===== config.mk =====
export PLATFORM = sky130hd
export DESIGN_NAME = dpa_port_ctrl
export DESIGN_NICKNAME = d
export VERILOG_FILES = /design/src/design/dpa_pkg.sv /design/src/design/dpa_port_ctrl.sv
export SDC_FILE = /design/constraint.sdc
export NUM_CORES = 1
export LEC_CHECK = 0
export ABC_AREA = 0
export BUFFER_PORTS_ARGS = -buffer_cell sky130_fd_sc_hd__buf_2
export CAP_MARGIN = 20
export CORE_MARGIN = 2
export CORE_UTILIZATION = 45
export DETAILED_ROUTE_END_ITERATION = 12
export GPL_ROUTABILITY_DRIVEN = 0
export HOLD_SLACK_MARGIN = 0.03
export PLACE_DENSITY = 0.78
export SLEW_MARGIN = 20
export SYNTH_ARGS = -nofsm -noshare
export SYNTH_HDL_FRONTEND = slang
export SYNTH_SLANG_ARGS = --single-unit

===== constraint.sdc =====
create_clock -name I_CLK -period 3.1 [get_ports I_CLK]
set_input_delay 0.155 -clock I_CLK [delete_from_list [all_inputs] [get_ports I_CLK]]
set_output_delay 0.155 -clock I_CLK [all_outputs]
set_load 0.1 [all_outputs]

===== src/design/dpa_pkg.sv =====
// Package for the dual-port memory port controller
package dpa_pkg;
  localparam int ADDR_W = 17;
  localparam int DATA_W = 9;
  localparam int CLK_NS = 20;
  // Timing figures in ns
  localparam int T_SETUP_NS   = 20;
  localparam int T_ACCESS_NS  = 20;
  localparam int T_PULSE_NS   = 15;
  localparam int T_SOP_NS     = 10;
  localparam int T_SWRD_NS    = 5;
  localparam int T_WH_NS      = 15;
  localparam int CYC_SETUP  = (T_SETUP_NS + CLK_NS - 1) / CLK_NS;
  localparam int CYC_ACCESS = (T_ACCESS_NS + CLK_NS - 1) / CLK_NS + 1;
  localparam int CYC_PULSE  = (T_PULSE_NS + CLK_NS - 1) / CLK_NS;
  localparam int CYC_SOP    = (T_SOP_NS + CLK_NS - 1) / CLK_NS;
  localparam int CYC_SWRD   = (T_SWRD_NS + CLK_NS - 1) / CLK_NS;
  localparam int CYC_WH     = (T_WH_NS + CLK_NS - 1) / CLK_NS;
  localparam int CNT_W = 4;
  localparam logic [3:0] CYC_SETUP_C  = 4'(CYC_SETUP);
  localparam logic [3:0] CYC_ACCESS_C = 4'(CYC_ACCESS);
  localparam logic [3:0] CYC_PULSE_C  = 4'(CYC_PULSE);
  localparam logic [3:0] CYC_GAP_C    = 4'(CYC_SOP > CYC_SWRD ?
                                           CYC_SOP : CYC_SWRD);
  localparam logic [3:0] CYC_WH_C     = 4'(CYC_WH);
  localparam logic [3:0] ONE_C        = 4'h1;
  localparam logic [3:0] ZERO_C       = 4'h0;

  typedef enum logic [5:0] {
    DPA_IDLE   = 6'h01,
    DPA_SETUP  = 6'h02,
    DPA_READ   = 6'h04,
    DPA_WRITE  = 6'h08,
    DPA_HOLD   = 6'h10,
    DPA_GAP    = 6'h20
  } dpa_state_t;

  typedef struct packed {
    logic              write;
    logic              flag;
    logic [ADDR_W-1:0] addr;
    logic [DATA_W-1:0] wdata;
  } dpa_req_t;

  typedef struct packed {
    logic              mem_sel_n;
    logic              flag_latch_select_n;
    logic              wr_n;
    logic              oe_n;
    logic              dq_oe_n;
    logic [ADDR_W-1:0] addr;
    logic [DATA_W-1:0] dq_out;
  } dpa_pins_t;

  typedef struct packed {
    dpa_state_t        state;
    logic [CNT_W-1:0]  cnt;
    logic              last_flag_wr;
    dpa_req_t          req;
    dpa_pins_t         pins;
    logic              ready;
    logic              done;
    logic [DATA_W-1:0] rdata;
    logic              irq;
  } dpa_regs_t;
endpackage


===== src/design/dpa_port_ctrl.sv =====
// Port controller driving one side of a dual-port memory
// Contract
// - Write strobe stays high through every read, array or flag latch.
// - Flag latch reads always use an explicit select, never address-only.
// - Address is valid before or with the falling select.
// - Write strobe is high whenever the address changes.
// - Controller does not drive data while device may still drive pins.
// - After a flag write, selects stay high at least 10 ns before reading.
// - At least 5 ns between flag write end and next flag read.
// - Strobe may rise no earlier than busy is released.
// - After busy rises, strobe stays low at least 15 ns more.
// - Array: memory select low, flag select high; flag latch reverse.
`timescale 1ns/100ps
module dpa_port_ctrl #(
  parameter int ADDR_W = dpa_pkg::ADDR_W,
  parameter int DATA_W = dpa_pkg::DATA_W
) (
  input  wire logic              I_CLK,
  input  wire logic              I_RST_N,
  input  wire logic              I_REQ_VALID,
  input  wire logic              I_REQ_WRITE,
  input  wire logic              I_REQ_FLAG,
  input  wire logic [ADDR_W-1:0] I_REQ_ADDR,
  input  wire logic [DATA_W-1:0] I_REQ_WDATA,
  output logic                   O_REQ_READY,
  output logic                   O_DONE,
  output logic      [DATA_W-1:0] O_RDATA,
  output logic                   O_IRQ,
  output logic      [ADDR_W-1:0] O_ADDR,
  output logic                   O_MEM_SEL_N,
  output logic                   O_FLAG_LATCH_SELECT_N,
  output logic                   O_WR_N,
  output logic                   O_OE_N,
  output logic      [DATA_W-1:0] O_DQ,
  output logic                   O_DQ_OE_N,
  input  wire logic [DATA_W-1:0] I_DQ,
  input  wire logic              I_BUSY_N,
  input  wire logic              I_INT_N
);
  dpa_pkg::dpa_regs_t r;
  dpa_pkg::dpa_regs_t next_r;

  function automatic dpa_pkg::dpa_pins_t idle_pins(
    input dpa_pkg::dpa_pins_t p);
    dpa_pkg::dpa_pins_t q;
    q = p;
    q.mem_sel_n = 1'b1;
    q.flag_latch_select_n = 1'b1;
    q.wr_n = 1'b1;
    q.oe_n = 1'b1;
    q.dq_oe_n = 1'b1;
    return q;
  endfunction

  always_comb begin
    next_r = r;
    next_r.done = 1'b0;
    next_r.irq = ~I_INT_N;
    next_r.cnt = (r.cnt == dpa_pkg::ZERO_C) ? r.cnt : r.cnt - dpa_pkg::ONE_C;
    case (r.state)
      dpa_pkg::DPA_IDLE: begin
        if (I_REQ_VALID) begin
          next_r.req.write = I_REQ_WRITE;
          next_r.req.flag = I_REQ_FLAG;
          next_r.req.addr = I_REQ_ADDR;
          next_r.req.wdata = I_REQ_WDATA;
          next_r.ready = 1'b0;
          // Address changes only with every strobe and select high
          next_r.pins = idle_pins(r.pins);
          next_r.pins.addr = I_REQ_ADDR;
          next_r.cnt = dpa_pkg::CYC_SETUP_C;
          next_r.state = dpa_pkg::DPA_SETUP;
        end
      end
      dpa_pkg::DPA_SETUP: begin
        // Flag read after flag write waits out the update pulse
        if (r.cnt == dpa_pkg::ZERO_C) begin
          if (r.req.write) begin
            // Strobe low first, select after: device keeps outputs off
            next_r.pins.wr_n = 1'b0;
            next_r.pins.dq_oe_n = 1'b0;
            next_r.pins.dq_out = r.req.wdata;
            next_r.cnt = dpa_pkg::CYC_PULSE_C;
            next_r.state = dpa_pkg::DPA_WRITE;
          end else begin
            next_r.pins.wr_n = 1'b1;
            next_r.pins.oe_n = 1'b0;
            next_r.pins.mem_sel_n = r.req.flag;
            next_r.pins.flag_latch_select_n = ~r.req.flag;
            next_r.cnt = dpa_pkg::CYC_ACCESS_C;
            next_r.state = dpa_pkg::DPA_READ;
          end
        end
      end
      dpa_pkg::DPA_READ: begin
        // Access time restarts while busy holds the port off
        if (!I_BUSY_N) begin
          next_r.cnt = dpa_pkg::CYC_ACCESS_C;
        end else if (r.cnt == dpa_pkg::ZERO_C) begin
          next_r.rdata = I_DQ;
          next_r.done = 1'b1;
          next_r.pins = idle_pins(r.pins);
          next_r.last_flag_wr = 1'b0;
          next_r.cnt = dpa_pkg::ZERO_C;
          next_r.state = dpa_pkg::DPA_GAP;
        end
      end
      dpa_pkg::DPA_WRITE: begin
        // Select follows the strobe by one cycle
        if (r.pins.mem_sel_n && r.pins.flag_latch_select_n) begin
          next_r.pins.mem_sel_n = r.req.flag;
          next_r.pins.flag_latch_select_n = ~r.req.flag;
        end
        // Busy low stalls the strobe; release needs a hold afterwards
        if (!I_BUSY_N) begin
          next_r.cnt = dpa_pkg::CYC_WH_C;
        end else if (r.cnt == dpa_pkg::ZERO_C &&
                     !(r.pins.mem_sel_n && r.pins.flag_latch_select_n)) begin
          next_r.pins.wr_n = 1'b1;
          next_r.pins.mem_sel_n = 1'b1;
          next_r.pins.flag_latch_select_n = 1'b1;
          next_r.state = dpa_pkg::DPA_HOLD;
        end
      end
      dpa_pkg::DPA_HOLD: begin
        next_r.pins = idle_pins(r.pins);
        next_r.done = 1'b1;
        next_r.last_flag_wr = r.req.flag;
        next_r.cnt = r.req.flag ? dpa_pkg::CYC_GAP_C : dpa_pkg::ZERO_C;
        next_r.state = dpa_pkg::DPA_GAP;
      end
      dpa_pkg::DPA_GAP: begin
        if (r.cnt == dpa_pkg::ZERO_C) begin
          next_r.ready = 1'b1;
          next_r.state = dpa_pkg::DPA_IDLE;
        end
      end
      default: begin
        next_r.pins = idle_pins(r.pins);
        next_r.state = dpa_pkg::DPA_IDLE;
      end
    endcase
    // Flag read right after flag write keeps selects high longer
    if (r.state == dpa_pkg::DPA_IDLE && I_REQ_VALID && r.last_flag_wr &&
        I_REQ_FLAG && !I_REQ_WRITE) begin
      next_r.cnt = dpa_pkg::CYC_SETUP_C + dpa_pkg::CYC_GAP_C;
    end
  end

  always_ff @(posedge I_CLK) begin
    if (!I_RST_N) begin
      r.state <= dpa_pkg::DPA_IDLE;
      r.cnt <= '0;
      r.last_flag_wr <= 1'b0;
      r.req <= '0;
      r.pins.mem_sel_n <= 1'b1;
      r.pins.flag_latch_select_n <= 1'b1;
      r.pins.wr_n <= 1'b1;
      r.pins.oe_n <= 1'b1;
      r.pins.dq_oe_n <= 1'b1;
      r.pins.addr <= '0;
      r.pins.dq_out <= '0;
      r.ready <= 1'b1;
      r.done <= 1'b0;
      r.rdata <= '0;
      r.irq <= 1'b0;
    end else begin
      r <= next_r;
    end
  end

  assign O_REQ_READY = r.ready;
  assign O_DONE = r.done;
  assign O_RDATA = r.rdata;
  assign O_IRQ = r.irq;
  assign O_ADDR = r.pins.addr;
  assign O_MEM_SEL_N = r.pins.mem_sel_n;
  assign O_FLAG_LATCH_SELECT_N = r.pins.flag_latch_select_n;
  assign O_WR_N = r.pins.wr_n;
  assign O_OE_N = r.pins.oe_n;
  assign O_DQ = r.pins.dq_out;
  assign O_DQ_OE_N = r.pins.dq_oe_n;

  wire sel_low = !O_MEM_SEL_N || !O_FLAG_LATCH_SELECT_N;

  property p_read_no_strobe;
    @(posedge I_CLK) disable iff (!I_RST_N)
      !O_OE_N |-> O_WR_N;
  endproperty
  a_read_no_strobe: assert property (p_read_no_strobe)
    else $error("Strobe low during read");

  property p_flag_read_select;
    @(posedge I_CLK) disable iff (!I_RST_N)
      (!O_OE_N && r.req.flag) |-> !O_FLAG_LATCH_SELECT_N;
  endproperty
  a_flag_read_select: assert property (p_flag_read_select)
    else $error("Flag read without select");

  property p_addr_stable;
    @(posedge I_CLK) disable iff (!I_RST_N)
      (O_ADDR != $past(O_ADDR)) |-> (O_WR_N && $past(O_WR_N) && !sel_low);
  endproperty
  a_addr_stable: assert property (p_addr_stable)
    else $error("Address moved while selected");

  property p_select_excl;
    @(posedge I_CLK) disable iff (!I_RST_N)
      !(!O_MEM_SEL_N && !O_FLAG_LATCH_SELECT_N);
  endproperty
  a_select_excl: assert property (p_select_excl)
    else $error("Both selects low");

  property p_strobe_first;
    @(posedge I_CLK) disable iff (!I_RST_N)
      $fell(O_WR_N) |-> (!O_DQ_OE_N && !sel_low ##1 sel_low);
  endproperty
  a_strobe_first: assert property (p_strobe_first)
    else $error("Select fell before strobe");

  property p_busy_hold;
    @(posedge I_CLK) disable iff (!I_RST_N)
      (!O_WR_N && $rose(I_BUSY_N)) |-> !O_WR_N [*2];
  endproperty
  a_busy_hold: assert property (p_busy_hold)
    else $error("Strobe rose too soon after busy");

  property p_no_rise_busy;
    @(posedge I_CLK) disable iff (!I_RST_N)
      (!O_WR_N && !I_BUSY_N) |=> !O_WR_N;
  endproperty
  a_no_rise_busy: assert property (p_no_rise_busy)
    else $error("Strobe rose while busy");

  property p_flag_gap;
    @(posedge I_CLK) disable iff (!I_RST_N)
      ($rose(O_FLAG_LATCH_SELECT_N) && r.req.write) |->
        O_FLAG_LATCH_SELECT_N [*2];
  endproperty
  a_flag_gap: assert property (p_flag_gap)
    else $error("Flag select reopened too soon");
endmodule


# Yosys cells after proc, flatten, opt, wreduce, memory -nomap -nowiden
# Index checks and enable logic that the tools add are counted.
word_totals:
  mem_bits_ro: 0
  latch_bits: 0
  ram_bits: 0
  register_bits: 65
  inputBits: 42
  word_cells: 104
  output_inout_bits: 43
  n_memories: 0
classes:
  reduce_logical: 24
  addsub: 1
  muxes: 39
  n_shift: 0
  n_lt_le_gt_ge: 0
  div_mod_pow: 0
  bitwise: 7
  n_eq_ne: 15
  n_mul: 0
ops:
  columns: ["op", "n"]
  rows:
  - ["31-bit 2-to-1 mux", 2]
  - ["10-bit 2-to-1 mux", 4]
  - ["6-bit one-hot mux with 6 select lines", 1]
  - ["17-bit one-hot mux with 2 select lines", 1]
  - ["32-bit 2-to-1 mux", 1]
  - ["9-bit one-hot mux with 3 select lines", 1]
  - ["6-bit 2-to-1 mux", 4]
  - ["4-bit one-hot mux with 5 select lines", 1]
  - ["9-bit 2-to-1 mux", 2]
  - ["2-bit inequality test, second input constant", 9]
  - ["6-bit AND reduction", 3]
  - ["3-bit one-hot mux with 5 select lines", 1]
  - ["7-bit AND reduction", 2]
  - ["4-bit 2-to-1 mux", 3]
  - ["3-bit AND reduction", 4]
  - ["11-bit 2-to-1 mux", 1]
  - ["8-bit 2-to-1 mux", 1]
  - ["2-bit one-hot mux with 4 select lines", 1]
  - ["1-bit inverter", 7]
  - ["6-bit by 1-bit equality test with 1-bit output, second input constant", 1]
  - ["6-bit by 2-bit equality test with 1-bit output, second input constant", 1]
  - ["6-bit by 3-bit equality test with 1-bit output, second input constant", 1]
  - ["6-bit by 4-bit equality test with 1-bit output, second input constant", 1]
  - ["6-bit by 5-bit equality test with 1-bit output, second input constant", 1]
  - ["14 further kinds", 32]

# Logic depth before layout (Yosys ltp)
depth:
  word_depth: 6
  ltp_mapped: 9
  ltp_nobuf: 8

# Least setup slack after synthesis
# OpenSTA, ideal clock, no wires.
synth_timing:
  path_type: "reg-to-reg"
  startpoint: "register r[72] (netlist bit)"
  endpoint: "register r[72] (netlist bit)"
  t_arrival_ns: 1.915
  required_ns: 2.971
  stages_incl_launch_ff: 10
  path_buffers: 1
  slack_ns: 1.055
  path_cell_list: "dfxtp_1 > inv_1 > ha_1 > nor3b_1 > inv_1 > clkbuf_1 > ha_1 > nor2b_1 > a221oi_1 > a31oi_1"
synth_between:
  elab_chain_cells: 5
  elab_cells_between_ends: 9
  cone_classes: "add/sub: 1; mux: 7; reduce/logical: 1"
synth_lines:
  columns: ["item", "line", "text"]
  rows:
  - ["from (decl)", "dpa_port_ctrl.sv:40", "dpa_pkg::dpa_regs_t r;"]
  - ["from (signal assigned)", "dpa_port_ctrl.sv:168", "r <= next_r;"]
  - ["4-bit by 1-bit subtractor with 4-bit output or 4-bit zero test (tied branches)", "dpa_port_ctrl.sv:59, dpa_port_ctrl.sv:77, dpa_port_ctrl.sv:99", null]
  - ["4-bit 2-to-1 mux", "dpa_port_ctrl.sv:59", "next_r.cnt = (r.cnt == dpa_pkg::ZERO_C) ? r.cnt : r.cnt - dpa_pkg::ONE_C;"]
  - ["11-bit 2-to-1 mux", "dpa_port_ctrl.sv:99", "end else if (r.cnt == dpa_pkg::ZERO_C) begin"]
  - ["4-bit 2-to-1 mux", "dpa_port_ctrl.sv:97", "if (!I_BUSY_N) begin"]
  - ["4-bit one-hot mux with 5 select lines *", "dpa_port_ctrl.sv:60", "case (r.state)"]
# Mark *: on every way between the ends. The rest lies on a longest branch, timed or not. The select of a mux whose other input is x is not followed.
# A chain may end at the register's enable or synchronous reset.

# Worst setup path in the final report
layout_timing:
  startpoint: "register r[72] (netlist bit)"
  endpoint: "register r (netlist bit O_FLAG_LATCH_SELECT_N)"
layout_between:
  elab_chain_cells: 5
  elab_cells_between_ends: 8
  cone_classes: "eq/ne: 2; mux: 3; reduce/logical: 3"
layout_lines:
  columns: ["item", "line", "text"]
  rows:
  - ["4-bit zero test *", "dpa_port_ctrl.sv:77, dpa_port_ctrl.sv:99, dpa_port_ctrl.sv:117", null]
  - ["1-bit logical AND", "dpa_port_ctrl.sv:117", "end else if (r.cnt == dpa_pkg::ZERO_C &&"]
  - ["3-bit 2-to-1 mux", "dpa_port_ctrl.sv:117", null]
  - ["3-bit 2-to-1 mux", "dpa_port_ctrl.sv:115", "if (!I_BUSY_N) begin"]
  - ["3-bit one-hot mux with 5 select lines", "dpa_port_ctrl.sv:60", null]
# Marked as above.

==> flow_summary.toml <==
[run_status]
status = "finished, final reports clean"

[layout]
drive_gt1_frac = 0.2796
fill_cells = 616
diodes = 0
finalInstanceArea_um2 = 3433
area_growth_syn_to_layout_pct = 13.01
fin_nets = 437

[critical_path]
cpPeakStageDelay_ns = 0.45
crit_arrival_ns = 2.53
cp.required_ns = 3.36
crit_fanout = 13
worst_setup_path_end_kind = "flip-flop"
path_class = "reg -> reg"
start_kind = "flip-flop"
cp_slowest_cell = "nor3b_1"
rrSetupSlack_ns = 0.83
crit_chain = "inv_1, ha_1, nor3b_1, inv_1, o211ai_1, nand3_1, o21a_1, o211ai_1"

[grt]
grt_first_pass_wirelength_um = 10420
grt_max_degree = 62
grt_overflow = 0
first_global_vias = 2245
track_usage = 0.1789
antenna_found_initial = 0

[sta]
setup_violations = 0
period_minus_slack_ns = 2.274
hold_viol = 0
maxSlewHeadroom = 0.4241
tightest_slew_ns = 0.8639
fmax_mhz = 439.8
rsz0062_at_grt = "false"
finalMaxSlewViolations = 0
hold_ws_ns = 0.06055
tns_ns = 0
period_share = 0.7334
fin_skew_ns = 0.007642

[detailed_routing]
antenna_left = 0
wirelength_um = 6413
avgRoutedWirePerCell_um = 13.53
vias_per_cell = 5.129
dr.pass1.iters = 4
vias = 2431
drcViolationCount = 0
drt_iter0_drc = 198

[yosys]
synth.largest_area_cell = "dfxtp_1"
synth-edff-count = 0
postSynthAreaPerCell_um2 = 8.806
postSynthCellCount = 345
synth_top_area_frac = 0.4283
yosysUniqueCellTypes = 43
synth_common_cells = "67 x nand2_1, 65 x dfxtp_1, 35 x buf_4"
synth_fp_nets = 389
synth_flop_cell = "dfxtp_1"
yosysWarnings = 0
netlist_area_um2 = 3038
ys_seq_area_frac = 0.4283
yosysMostFrequentCell = "nand2_1"
yosys_register_bits = 65
ys_top_cells_by_area = "dfxtp_1 43%, buf_4 8.6%, nand2_1 8.3%"
async_reset_ff_frac = 0

[clock_tree]
clk_latency_ns = 0.33
cts_buffers = 9
clkTransAtPathRegs_ns = 0.07
cts-root-buf = "clkbuf_8"
h-tree-depth = 3
clockBufferDepth = 2
clock-sinks = 65
cts_tree = "built"
cts_setup_buffers = 0

[flow_run]
maxCapViolCount = 0

[floorplan]
rows = 29
fp.dieArea_um2 = 7424
die_x_um = 86.17
start_util = 0.4730
dieHeight_um = 86.17
coreArea_um2 = 6422
pin_count = 85

[power_and_ir_drop]
pwr-share-clk = 0.269
swShare = 0.3730
p_seq_frac = 0.422
p_switching_mw = 0.8432
p_leak_nw = 1.460
power-per-cell-area_nw_per_um2 = 658.4
internal-power_mw = 1.417
combinationalPowerShare = 0.309
ir_worst_vdd_mv = 0.3139

[placement]
portBuffers = 84
placed_area_um2 = 3261
post-dp-hpwl_um = 4596

[worst_hold_path]
hp-class = "in -> reg"
-- metal layers --
layer	GRT usage	wire length (um)	vias to the layer above
met5	0	0	-
li1	-	-	1221
met2	0.2896	2981	98
met3	0.05582	502	10
met1	0.2149	2814	1102
met4	0.08658	114	0
-- worst paths after layout --
kind                                         to  cells after the start                     from
min reg2reg             O_ADDR[11]$_SDFFE_PN0P_                      2  O_ADDR[11]$_SDFFE_PN0P_
max reg2reg  O_FLAG_LATCH_SELECT_N$_SDFFE_PN1P_                      8         r[72]$_SDFF_PP0_
min                     O_ADDR[11]$_SDFFE_PN0P_                      3           I_REQ_ADDR[11]
max          O_FLAG_LATCH_SELECT_N$_SDFFE_PN1P_                      8         r[72]$_SDFF_PP0_
-- cells in the final DEF, fill, tap and decap left out, drive strengths merged, types with 5 or more instances in the layout --
cell type	netlist	final
a21boi	29	29
a21oi	6	6
and2	5	5
buf	42	88
clkbuf	10	12
dfxtp	65	65
inv	8	8
mux2i	19	19
nand2	68	68
nor2	8	8
nor2b	23	23
nor3	5	5
o211ai	5	5
o21ai	11	11
-- flip-flops by register name (all words and copies together), names as in the netlist --
signal,cells
O_ADDR,17
O_DONE,1
O_DQ,9
O_DQ_OE_N,1
O_FLAG_LATCH_SELECT_N,1
O_IRQ,1
O_MEM_SEL_N,1
O_OE_N,1
O_RDATA,9
O_REQ_READY,1
O_WR_N,1
r,22
-- worst max-delay path: cells and delay by family, from the launching register on --
family                     cells  cell delay (ns)
DFF                            1             0.32
adders and majority gates      1             0.20
and+or+nand+nor                2             0.59
AOI/OAI and AO/OA              3             0.66
buffers and inverters          2             0.43
-- power by group through the flow --
stage                     logic (mW)  registers, mW  clock network, mW
after global placement         0.682          0.969                  0
after detailed placement       0.697          0.971                  0
final                          0.698          0.954              0.609
after CTS                      0.699          0.953              0.633
after floorplan                0.535           1.01                  0
after global routing           0.762          0.961              0.668
-- metrics by stage --
step | setup WS, ns | util | power, mW | std cells
floorplan | 1.055 | - | 1.548 | 345
global placement | 0.9175 | 0.5077 | 1.651 | 458
detailed placement | 0.8179 | 0.5077 | 1.667 | 458
CTS | 0.8211 | 0.5346 | 2.286 | 474
global route | 0.5608 | 0.5346 | 2.392 | 474
finish | 0.8263 | 0.5346 | 2.260 | 474
-- repair_timing --
| action | in CTS | in global routing |
|---|---|---|
| hold endpoints to repair | 1 | 0 |
| resized for setup | 0 | 0 |
| hold buffers | 1 | 0 |
-- area by class of cell --
class	count	area (um2)	area share
Tap cell	77	96.34	0.02806
Multi-Input combinational cell	220	1383	0.4027
Timing Repair Buffer	89	460.4	0.1341
Sequential cell	65	1301	0.3790
Clock buffer	12	145.1	0.04227
Clock inverter	3	17.52	0.005102
Inverter	8	30.03	0.008746
-- cells by family (layout without fill, tap and decap cells) --
logic type	count (synthesis)	after routing	synth area share
fa+ha+maj	2	2	0.008236
mux	19	19	0.06260
compound gates	63	63	0.1458
xor+xnor	3	3	0.008651
flops	65	65	0.4283
simple gates	133	133	0.2269
buf+inv	60	112	0.1194
Note: power is estimated with default switching activity, not from simulation.
